## src/design/difd_pkg.sv

```systemverilog
package difd_pkg;

    localparam int NUM_IN      = 6;
    localparam int CODE_W      = 6;
    localparam int FREQ_W      = 16;
    localparam int SCAN_W      = 11;

    // function codes of the multi-function inputs
    localparam logic [5:0] FN_HOLD       = 6'h0B;
    localparam logic [5:0] FN_ALT_RUN    = 6'h0C;
    localparam logic [5:0] FN_ALT_FREQ   = 6'h0D;
    localparam logic [5:0] FN_ESTOP      = 6'h0E;
    localparam logic [5:0] FN_BASEBLOCK  = 6'h0F;
    localparam logic [5:0] FN_FAULT_RST  = 6'h11;
    localparam logic [5:0] FN_SEARCH_MAX = 6'h13;
    localparam logic [5:0] FN_EXT_FAULT  = 6'h19;
    localparam logic [5:0] FN_THREE_WIRE = 6'h1A;
    localparam logic [5:0] FN_LOCAL      = 6'h1B;
    localparam logic [5:0] FN_COMM       = 6'h1C;
    localparam logic [5:0] FN_JOG        = 6'h1D;
    localparam logic [5:0] FN_ACC2       = 6'h1E;
    localparam logic [5:0] FN_OVERHEAT   = 6'h1F;
    localparam logic [5:0] FN_SEARCH_REF = 6'h22;

    // run/frequency source selections
    localparam logic [2:0] SRC_MAIN      = 3'h0;
    localparam logic [2:0] SRC_ALT       = 3'h1;
    localparam logic [2:0] SRC_KEYPAD    = 3'h2;
    localparam logic [2:0] SRC_COMM      = 3'h3;
    localparam logic [2:0] SRC_TERMINAL  = 3'h4;

    // ramp rate selections
    localparam logic [1:0] RAMP_SET1     = 2'h0;
    localparam logic [1:0] RAMP_SET2     = 2'h1;
    localparam logic [1:0] RAMP_ESTOP    = 2'h2;

    // scan qualification time
    localparam int CLK_MHZ       = 200;
    localparam int SCAN4_MS      = 4;
    localparam int SCAN8_MS      = 8;
    localparam int SCAN_TICK_US  = 100;
    localparam int TICK_CYC      = SCAN_TICK_US * CLK_MHZ;
    localparam int SCAN4_TICKS   = SCAN4_MS * 1000 / SCAN_TICK_US;
    localparam int SCAN8_TICKS   = SCAN8_MS * 1000 / SCAN_TICK_US;

    localparam logic [FREQ_W-1:0] FREQ_RST = 16'h0000;

    typedef enum logic [3:0] {
        DIFD_IDLE  = 4'b0001,
        DIFD_RUN   = 4'b0010,
        DIFD_BLOCK = 4'b0100,
        DIFD_FAULT = 4'b1000
    } difd_state_e;

endpackage

```

## src/design/difd_filter.sv

```systemverilog
`timescale 1ns/1ps
module difd_filter (
    input  wire logic                          clock,     // system clock
    input  wire logic                          rstn,      // async reset
    input  wire logic                          clk_en,    // freeze when low
    input  wire logic                          tick,      // scan tick
    input  wire logic                          slow_scan, // 8 ms when high
    input  wire logic                          raw_in,    // synchronised pin
    output logic                               qual_out   // qualified level
);

    logic [difd_pkg::SCAN_W-1:0] cnt_reg;
    logic                        qual_reg;

    wire [difd_pkg::SCAN_W-1:0] limit = slow_scan ?
        difd_pkg::SCAN_W'(difd_pkg::SCAN8_TICKS) :
        difd_pkg::SCAN_W'(difd_pkg::SCAN4_TICKS);
    wire differs = raw_in != qual_reg;

    // a new level must hold for the full scan time before it is taken
    always_ff @(posedge clock or negedge rstn) begin
        if (!rstn) begin
            cnt_reg  <= '0;
            qual_reg <= 1'b0;
        end else if (clk_en) begin
            if (!differs) begin
                cnt_reg <= '0;
            end else if (tick) begin
                if (cnt_reg + 1'b1 >= limit) begin
                    qual_reg <= raw_in;
                    cnt_reg  <= '0;
                end else begin
                    cnt_reg <= cnt_reg + 1'b1;
                end
            end
        end
    end

    assign qual_out = qual_reg;

endmodule

```

## src/design/difd_dispatch.sv

```systemverilog
`timescale 1ns/1ps
// How it works
// - code 11 freezes ramping at present frequency; release resumes.
// - retention 1 with hold active stores the reference persistently.
// - retention 1, run under hold ramps toward stored reference.
// - retention 0, run under hold keeps reference and output at zero.
// - code 12 selects alternative run source; code 27 overrides it.
// - code 13 selects alternative frequency source; code 27 overrides it.
// - code 14 ramps to zero with emergency deceleration, then stops.
// - code 15 switches output off; baseblock message names the input.
// - baseblock release in run resumes via speed search or from zero.
// - baseblock applied in deceleration leaves drive stopped on release.
// - fault: output off; cleared by code 17, key or power once run drops.
// - run present at power-up starts running automatically.
// - code 25 coasts motor, shows external fault with terminal number.
// - code 27 on is local keypad, lamps off; off is remote, lamps on.
// - three-wire reserves terminals one, two; local only on three-six.
// - code 28 on takes sources from comm link; off from analog/terminals.
// - code 26 on inputs three-six makes terminal one run, two stop.
// - code 29 uses jog frequency as command.
// - code 30 uses second accel and decel times.
// - code 31 shows overheat warning, keeps running, clears on release.
// - code 19 searches from max frequency; code 34 from command.
// - an input counts only after holding for the 4 or 8 ms scan time.
module difd_dispatch (
    input  wire logic                          clock,          // 200 MHz
    input  wire logic                          rstn,           // async reset
    input  wire logic                          clk_en,         // freeze low
    input  wire logic [5:0]                    input_pins,     // raw terminals
    input  wire logic [35:0]                   func_codes,     // 6 bits each
    input  wire logic                          slow_scan,      // 8 ms scan
    input  wire logic                          retain_ref,     // retention
    input  wire logic                          search_from_ref,// resume search
    input  wire logic                          run_cmd,        // selected run
    input  wire logic                          decelerating,   // ramp falling
    input  wire logic                          fault_trip,     // fault event
    input  wire logic                          reset_key,      // keypad reset
    input  wire logic                          motor_stopped,  // ramp at zero
    input  wire logic [15:0]                   freq_ref,       // current ref
    input  wire logic [15:0]                   nv_ref,         // stored at boot
    output logic                               output_enable,  // bridge on
    output logic                               ramp_hold,      // hold ramp
    output logic [1:0]                         ramp_sel,       // rate set
    output logic                               force_zero,     // ref held 0
    output logic                               use_stored,     // use stored
    output logic [15:0]                        stored_ref,     // saved ref
    output logic                               store_strobe,   // nv write
    output logic                               use_jog,        // jog freq
    output logic [2:0]                         run_source,     // run src
    output logic [2:0]                         freq_source,    // freq src
    output logic                               run_source_lamp,// seq lamp
    output logic                               ref_lamp,       // ref lamp
    output logic                               search_max,     // search max
    output logic                               search_ref,     // search ref
    output logic                               baseblock_message,      // msg
    output logic                               external_fault_message, // msg
    output logic                               overheat_warning_message,// msg
    output logic [2:0]                         message_input,  // 1..6
    output logic                               fault_active,   // latched
    output logic                               three_wire,     // 3-wire mode
    output logic                               first_input_terminal,  // run
    output logic                               second_input_terminal, // stop
    output logic                               drive_running   // state run
);

    ////////////////////////////////////////////////////////////////////////
    // synchronisers, scan tick and per-input qualification

    logic [5:0]  sync1_reg;
    logic [5:0]  sync2_reg;
    logic [15:0] tick_cnt_reg;
    logic        tick_reg;
    logic [5:0]  qual;

    always_ff @(posedge clock or negedge rstn) begin
        if (!rstn) begin
            sync1_reg <= '0;
            sync2_reg <= '0;
        end else if (clk_en) begin
            sync1_reg <= input_pins;
            sync2_reg <= sync1_reg;
        end
    end

    always_ff @(posedge clock or negedge rstn) begin
        if (!rstn) begin
            tick_cnt_reg <= '0;
            tick_reg     <= 1'b0;
        end else if (clk_en) begin
            tick_reg <= tick_cnt_reg == 16'(difd_pkg::TICK_CYC - 1);
            if (tick_cnt_reg == 16'(difd_pkg::TICK_CYC - 1)) begin
                tick_cnt_reg <= '0;
            end else begin
                tick_cnt_reg <= tick_cnt_reg + 16'h0001;
            end
        end
    end

    // per-input function decode; local on slots one and two also depends on three-wire in slots three to six
    logic [5:0] hit_hold, hit_altr, hit_altf, hit_estop, hit_bb, hit_rst;
    logic [5:0] hit_smax, hit_ef, hit_3w, hit_loc, hit_com, hit_jog;
    logic [5:0] hit_acc2, hit_oh, hit_sref, hit_any_bb, hit_any_ef;
    logic [5:0] code_3w;

    wire three_wire_w = |code_3w;

    genvar gi;
    generate
        for (gi = 0; gi < difd_pkg::NUM_IN; gi++) begin : g_in
            wire [5:0] code = func_codes[gi*6 +: 6];
            difd_filter u_filt (
                .clock     (clock),
                .rstn      (rstn),
                .clk_en    (clk_en),
                .tick      (tick_reg),
                .slow_scan (slow_scan),
                .raw_in    (sync2_reg[gi]),
                .qual_out  (qual[gi])
            );
            // unknown codes match nothing and so have no effect
            assign code_3w[gi]   = (gi >= 2)
                                   && code == difd_pkg::FN_THREE_WIRE;
            assign hit_3w[gi]    = code_3w[gi];
            assign hit_hold[gi]  = qual[gi] && code == difd_pkg::FN_HOLD;
            assign hit_altr[gi]  = qual[gi] && code == difd_pkg::FN_ALT_RUN;
            assign hit_altf[gi]  = qual[gi] && code == difd_pkg::FN_ALT_FREQ;
            assign hit_estop[gi] = qual[gi] && code == difd_pkg::FN_ESTOP;
            assign hit_bb[gi]    = qual[gi] && code == difd_pkg::FN_BASEBLOCK;
            assign hit_rst[gi]   = qual[gi] && code == difd_pkg::FN_FAULT_RST;
            assign hit_smax[gi]  = qual[gi] && code == difd_pkg::FN_SEARCH_MAX;
            assign hit_ef[gi]    = qual[gi] && code == difd_pkg::FN_EXT_FAULT;
            // local/remote on terminals one and two is void in three-wire
            assign hit_loc[gi]   = qual[gi] && code == difd_pkg::FN_LOCAL
                                   && !(three_wire_w && gi < 2);
            assign hit_com[gi]   = qual[gi] && code == difd_pkg::FN_COMM;
            assign hit_jog[gi]   = qual[gi] && code == difd_pkg::FN_JOG;
            assign hit_acc2[gi]  = qual[gi] && code == difd_pkg::FN_ACC2;
            assign hit_oh[gi]    = qual[gi] && code == difd_pkg::FN_OVERHEAT;
            assign hit_sref[gi]  = qual[gi] && code == difd_pkg::FN_SEARCH_REF;
            assign hit_any_bb[gi] = hit_bb[gi];
            assign hit_any_ef[gi] = hit_ef[gi];
        end
    endgenerate

    ////////////////////////////////////////////////////////////////////////
    // combined decode

    wire hold_w  = |hit_hold;
    wire estop_w = |hit_estop;
    wire bb_w    = |hit_bb;
    wire ef_w    = |hit_ef;
    wire loc_w   = |hit_loc;
    wire com_w   = |hit_com;
    wire oh_w    = |hit_oh;

    function automatic logic [2:0] first_hit(input logic [5:0] v);
        logic [2:0] n;
        n = 3'h0;
        for (int i = 5; i >= 0; i--) begin
            if (v[i]) begin
                n = 3'(i + 1);
            end
        end
        return n;
    endfunction

    wire [2:0] bb_num = first_hit(hit_any_bb);
    wire [2:0] ef_num = first_hit(hit_any_ef);

    // local beats comm/alt; comm beats alt switching
    wire [2:0] run_src_w = loc_w ? difd_pkg::SRC_KEYPAD :
        com_w ? difd_pkg::SRC_COMM :
        (|hit_altr) ? difd_pkg::SRC_ALT : difd_pkg::SRC_MAIN;
    wire [2:0] frq_src_w = loc_w ? difd_pkg::SRC_KEYPAD :
        com_w ? difd_pkg::SRC_COMM :
        (|hit_altf) ? difd_pkg::SRC_ALT :
        difd_pkg::SRC_TERMINAL;

    wire [1:0] ramp_w = estop_w ? difd_pkg::RAMP_ESTOP :
        (|hit_acc2) ? difd_pkg::RAMP_SET2 : difd_pkg::RAMP_SET1;

    ////////////////////////////////////////////////////////////////////////
    // run state

    difd_pkg::difd_state_e state_reg, state_next;
    logic bb_in_decel_reg;
    logic estop_latch_reg;
    logic resume_search_reg;

    wire fault_clear = (|hit_rst || reset_key) && !run_cmd;

    always_comb begin
        state_next = state_reg;
        case (state_reg)
            difd_pkg::DIFD_IDLE: begin
                // a run level already present after reset starts the drive
                if (run_cmd && !estop_latch_reg) begin
                    state_next = difd_pkg::DIFD_RUN;
                end
            end
            difd_pkg::DIFD_RUN: begin
                if (!run_cmd || (estop_latch_reg && motor_stopped)) begin
                    state_next = difd_pkg::DIFD_IDLE;
                end
            end
            difd_pkg::DIFD_BLOCK: begin
                if (!bb_w) begin
                    state_next = (bb_in_decel_reg || !run_cmd) ?
                    difd_pkg::DIFD_IDLE : difd_pkg::DIFD_RUN;
                end
            end
            difd_pkg::DIFD_FAULT: begin
                if (fault_clear && !ef_w) begin
                    state_next = difd_pkg::DIFD_IDLE;
                end
            end
            default: state_next = difd_pkg::DIFD_IDLE;
        endcase
        if (fault_trip || ef_w) begin
            state_next = difd_pkg::DIFD_FAULT;
        end else if (bb_w && state_reg != difd_pkg::DIFD_FAULT) begin
            state_next = difd_pkg::DIFD_BLOCK;
        end
    end

    wire bb_entry = state_next == difd_pkg::DIFD_BLOCK
                    && state_reg != difd_pkg::DIFD_BLOCK;
    wire bb_leave_run = state_reg == difd_pkg::DIFD_BLOCK
                        && state_next == difd_pkg::DIFD_RUN;
    wire bb_leave_stop = state_reg == difd_pkg::DIFD_BLOCK
                         && state_next == difd_pkg::DIFD_IDLE;

    always_ff @(posedge clock or negedge rstn) begin
        if (!rstn) begin
            state_reg         <= difd_pkg::DIFD_IDLE;
            bb_in_decel_reg   <= 1'b0;
            estop_latch_reg   <= 1'b0;
            resume_search_reg <= 1'b0;
        end else if (clk_en) begin
            state_reg <= state_next;
            if (bb_entry) begin
                bb_in_decel_reg <= decelerating
                                   && state_reg == difd_pkg::DIFD_RUN;
            end
            // a stop after baseblock also waits for the run level to drop
            if (estop_w || bb_leave_stop) begin
                estop_latch_reg <= 1'b1;
            end else if (!run_cmd) begin
                estop_latch_reg <= 1'b0;
            end
            resume_search_reg <= bb_leave_run
                                 && search_from_ref;
        end
    end

    ////////////////////////////////////////////////////////////////////////
    // reference retention

    logic [15:0] stored_reg;
    logic        hold_d_reg;

    always_ff @(posedge clock or negedge rstn) begin
        if (!rstn) begin
            stored_reg   <= difd_pkg::FREQ_RST;
            hold_d_reg   <= 1'b0;
            store_strobe <= 1'b0;
        end else if (clk_en) begin
            hold_d_reg   <= hold_w;
            store_strobe <= 1'b0;
            if (retain_ref && hold_w && !hold_d_reg) begin
                stored_reg   <= freq_ref;
                store_strobe <= 1'b1;
            end else if (state_reg == difd_pkg::DIFD_IDLE && !hold_w) begin
                stored_reg <= nv_ref;
            end
        end
    end

    ////////////////////////////////////////////////////////////////////////
    // registered outputs

    wire running_w = state_next == difd_pkg::DIFD_RUN;

    always_ff @(posedge clock or negedge rstn) begin
        if (!rstn) begin
            output_enable            <= 1'b0;
            ramp_hold                <= 1'b0;
            ramp_sel                 <= difd_pkg::RAMP_SET1;
            force_zero               <= 1'b0;
            use_stored               <= 1'b0;
            stored_ref               <= difd_pkg::FREQ_RST;
            use_jog                  <= 1'b0;
            run_source               <= difd_pkg::SRC_MAIN;
            freq_source              <= difd_pkg::SRC_TERMINAL;
            run_source_lamp          <= 1'b1;
            ref_lamp                 <= 1'b1;
            search_max               <= 1'b0;
            search_ref               <= 1'b0;
            baseblock_message        <= 1'b0;
            external_fault_message   <= 1'b0;
            overheat_warning_message <= 1'b0;
            message_input            <= 3'h0;
            fault_active             <= 1'b0;
            three_wire               <= 1'b0;
            first_input_terminal     <= 1'b0;
            second_input_terminal    <= 1'b0;
            drive_running            <= 1'b0;
        end else if (clk_en) begin
            output_enable <= running_w;
            ramp_hold     <= hold_w && !estop_w;
            ramp_sel      <= ramp_w;
            force_zero    <= hold_w && !retain_ref;
            use_stored    <= hold_w && retain_ref;
            stored_ref    <= stored_reg;
            use_jog       <= |hit_jog;
            run_source    <= run_src_w;
            freq_source   <= frq_src_w;
            run_source_lamp <= !loc_w;
            ref_lamp        <= !loc_w;
            search_max    <= |hit_smax;
            search_ref    <= (|hit_sref) || resume_search_reg;
            baseblock_message      <= state_next == difd_pkg::DIFD_BLOCK;
            external_fault_message <= ef_w;
            overheat_warning_message <= oh_w;
            message_input <= ef_w ? ef_num : (bb_w ? bb_num : 3'h0);
            fault_active  <= state_next == difd_pkg::DIFD_FAULT;
            three_wire    <= three_wire_w;
            first_input_terminal  <= three_wire_w && qual[0];
            second_input_terminal <= three_wire_w && qual[1];
            drive_running <= running_w;
        end
    end

endmodule

```

## config.mk

```make
export PLATFORM = sky130hd
export DESIGN_NAME = difd_dispatch
export DESIGN_NICKNAME = d
export VERILOG_FILES = /design/src/design/difd_pkg.sv /design/src/design/difd_filter.sv /design/src/design/difd_dispatch.sv
export SDC_FILE = /design/constraint.sdc
export NUM_CORES = 1
export LEC_CHECK = 0
export ABC_AREA = 0
export CAP_MARGIN = 5
export CORE_MARGIN = 10
export CORE_UTILIZATION = 60
export DETAILED_ROUTE_END_ITERATION = 10
export DONT_BUFFER_PORTS = 1
export MAX_ROUTING_LAYER = met4
export PLACE_DENSITY = 0.76
export RECOVER_POWER = 100
export SLEW_MARGIN = 20
export SYNTH_ARGS = -nofsm -noshare
export SYNTH_HDL_FRONTEND = slang
export SYNTH_SLANG_ARGS = --single-unit
```

## constraint.sdc

```tcl
create_clock -name clock -period 2.9 [get_ports clock]
set_input_delay 0.29 -clock clock [delete_from_list [all_inputs] [get_ports clock]]
set_output_delay 0.29 -clock clock [all_outputs]
set_load 0.02 [all_outputs]
```

==> results.md <==
* Run status: finished with violations
* Failing checks: hold timing
* Async S/R FF share, synth at 1.000
* Area leader, netlist: dfrtp_1
* CP peak stage delay at 430 ps
* Drt wl/cell at 19.68 um
* Crit start category: flop
* DP Area at 9618 sq um
* Slew headroom at 0.2888
* Nets at 1,087
* First-pass GRT wire length at 38.27 mm
* Iter 0 DRT Violations at 602
* Final worst-path cycle share at 0.9345
* Vias/cell at 6.258
* Cell family with most CP delay: simple AND/OR/NAND/NOR gates
* WP buf/inv at 0
* Post-synth EDFFs at 0
* Vias in the first global route at 7,218
* Slew @ Worst Pin at 1056 ps
* Initial core utilization at 0.6148
* Worst skew pair latency at 440 ps
* Total wire length at 23.52 mm
* #FFs+latches synth at 166
* Post-Place Setup Slack at 197.7 ps
* Final non-filler cell total at 1,195
* CORE AREA at 15,260 sq um
* Synth warn at 0
* Final Max Tran Viols at 0
* Seq/Total Area, Yosys at 0.4432
* Root Driver: clkbuf_16
* Minimum clock period at 2710 ps
* WHS at -454.4 ps
* Hold/Removal Path Class: in2async
* # setup viols final at 0
* CP Data Required Time at 3280 ps
* Peak Freq at 369.0 MHz
* Ranking of synthesized cells by area: dfrtp_1, mux2_2, ha_1
* # port buffers at 0
* Max reg flops at 66
* Unrepaired setup endpoints after global routing: no
* Post-route ant nets at 0
* Peak VDD IR at 519.3 uV
* DRC Markers at 0
* Setup WS post-layout at 190.0 ps
* TritonCTS buffer count at 17
* First-pass detailed-route iteration total at 6
* DR top layer: met4
* Worst Skew at 13.54 ps
* Pwr/cell area at 562.1 nW/um^2
* Post-synthesis net count at 1,075
* Synth Flop Type: dfrtp_1
* Std-Cell Rows at 45
* Crit-path cells: ha_1, nand3_1, xnor2_1, ha_1, and4_1, o31a_1, o21a_1, or3_1, nor4_1, a21o_1
* Crit Path Class: reg2reg
* Crit path max fanout at 5
* CP max-delay cell: or3_1
* CP Capture Type: flop
* Placed cells at 1,153
* Routed met3 length at 1.716 mm
* Detailed placer's ending HPWL at 16.85 mm
* Met1 Routed Length at 10.13 mm
* Worst Path Arrival at 3090 ps
* Die H at 145.0 um
* Post-CTS Setup Bufs at 0
* Setup TNS at 0 ps
* Largest net degree at the start of global routing at 167
* Cell area after layout at 10,280 sq um
* Overflow after GRT at 0
* Antenna violations before repair at 0
* Die width at 145.0 um
* CTS tree: yes
* Area Growth Syn to Fin at 9.644%
* Die area at 21,040 sq um
* GRT Util Overall at 0.2265
* Vias at 7,478
* Diode count at 0
* Routability-driven placement congestion ratio at 1.010
* I/O pin total at 130
* Syn Std Cell Area at 9380 sq um
* Ratio of cells with drive above 1 in the final layout at 0.1006
* Final Hold Vio Count at 166
* H-tree depth at 4
* Most frequent CP cell: ha_1
* Lkg Pwr at 4.435 nW
* Clock-pin slew on the worst setup and hold paths at 70 ps
* Clock Path Buffers at 2
* Yosys cell types at 82
* Syn Area/Cell at 9.781 sq um
* Max cap viols at 0
* Met2 Wirelength at 11.28 mm
* CTS Sinks at 166
* Yosys top cell area share at 0.4348
* Cells after synthesis at 959
==> cell families (layout without fill, tap and decap cells) <==
kind of cell               Yosys count  in the layout  share of synthesized area
buffers and inverters               64             89                    0.02881
xor gates and xnor gates            43             43                    0.04015
muxes                               55             55                    0.06349
DFF                                166            166                     0.4432
and+or+nand+nor                    412            412                     0.2404
other                                1              1                  0.0003998
adders and majority gates           31             31                    0.04135
AOI/OAI and AO/OA                  187            187                     0.1422
==> where the power goes <==
group          total, mW  switching [mW]  internal (mW)
clock               2.26            1.09           1.16
combinational      0.530           0.249          0.281
sequential          3.00           0.381           2.61
==> worst register-to-register path, cell delays in order, from the launching register on <==
cell and delay [ps]:
dfrtp_1 410, ha_1 240, nand3_1 110, xnor2_1 200
ha_1 270, and4_1 200, o31a_1 270, o21a_1 210
or3_1 430, nor4_1 210, a21o_1 110
==> cells in the final DEF, fill, tap and decap left out, drive strengths merged, types with 8 or more instances in the layout <==
cell,count
dfrtp,163
nand2,83
nor2,70
nand3,41
o21ai,39
a21oi,36
mux2,36
nor3,35
inv,34
ha,31
xnor2,26
and2,26
clkbuf,26
nor4,25
mux2i,19
xor2,17
nand2b,17
and3,14
nor2b,14
nand4,13
o2bb2ai,10
dlygate4sd3,10
or3,10
clkinv,10
and4,9
a31oi,9
a22o,9
a32o,8
buf,8
or2,8
==> per-stage QoR <==
| stage | utilization | total power [mW] |
|---|---|---|
| 2_1_floorplan | - | 3.411 |
| 3_3_place_gp | 0.6303 | 3.530 |
| 3_5_place_dp | 0.6303 | 3.565 |
| 4_1_cts | 0.6764 | 5.838 |
| 5_1_grt | 0.6740 | 6.038 |
| 6_report | 0.6740 | 5.781 |
==> area by class of cell <==
type	instances	area, sq um
repair buffers	27	195.2
clock inverters	15	187.7
flip-flops and latches	166	4158
multi-input cells	729	4942
inverters	30	112.6
fillers	1245	4974
clock buffers	17	425.4
well taps	211	264.0
==> layer usage <==
layer  GRT usage  vias up
met2      0.3480      233
met3     0.05526       31
met4     0.06435        0
li1            -     3557
met1      0.2924     3657
met5           -        -
==> synth_stat cells, types with 13 or more instances <==
library cell,count
nand4_1,13
nor4_1,25
clkbuf_1,24
o21ai_0,36
nor2_1,70
nor3_1,34
xnor2_1,26
nand2_1,82
and3_1,14
mux2i_1,19
and2_1,26
xor2_1,17
nand3_1,41
inv_1,30
nand2b_1,17
nor2b_1,14
mux2_2,36
a21oi_1,36
ha_1,31
dfrtp_1,163
==> final timing paths <==
check	start	endpoint	slack, ps	cells past startpoint
max	g_in[5].u_filt.cnt_reg[0]	g_in[5].u_filt.cnt_reg[5]	190	10
min reg2reg	tick_cnt_reg[4]	tick_cnt_reg[4]	470	1
min in group clock	clk_en	sync1_reg[1]	10	1
max in group asynchronous	rstn	ref_lamp	3060	0
min	rstn	g_in[4].u_filt.cnt_reg[4]	-450	0
max reg2reg	g_in[5].u_filt.cnt_reg[0]	g_in[5].u_filt.cnt_reg[5]	190	10
==> repair_timing <==
| item | 4_1_cts | 5_1_grt |
|---|---|---|
| hold buffers | 9 | 1 |
| endpoints found under the hold margin | 192 | 170 |
| gates resized for setup | 0 | 2 |
| endpoints found under the setup margin | 0 | 2 |
(Power assumes the default switching activity.)
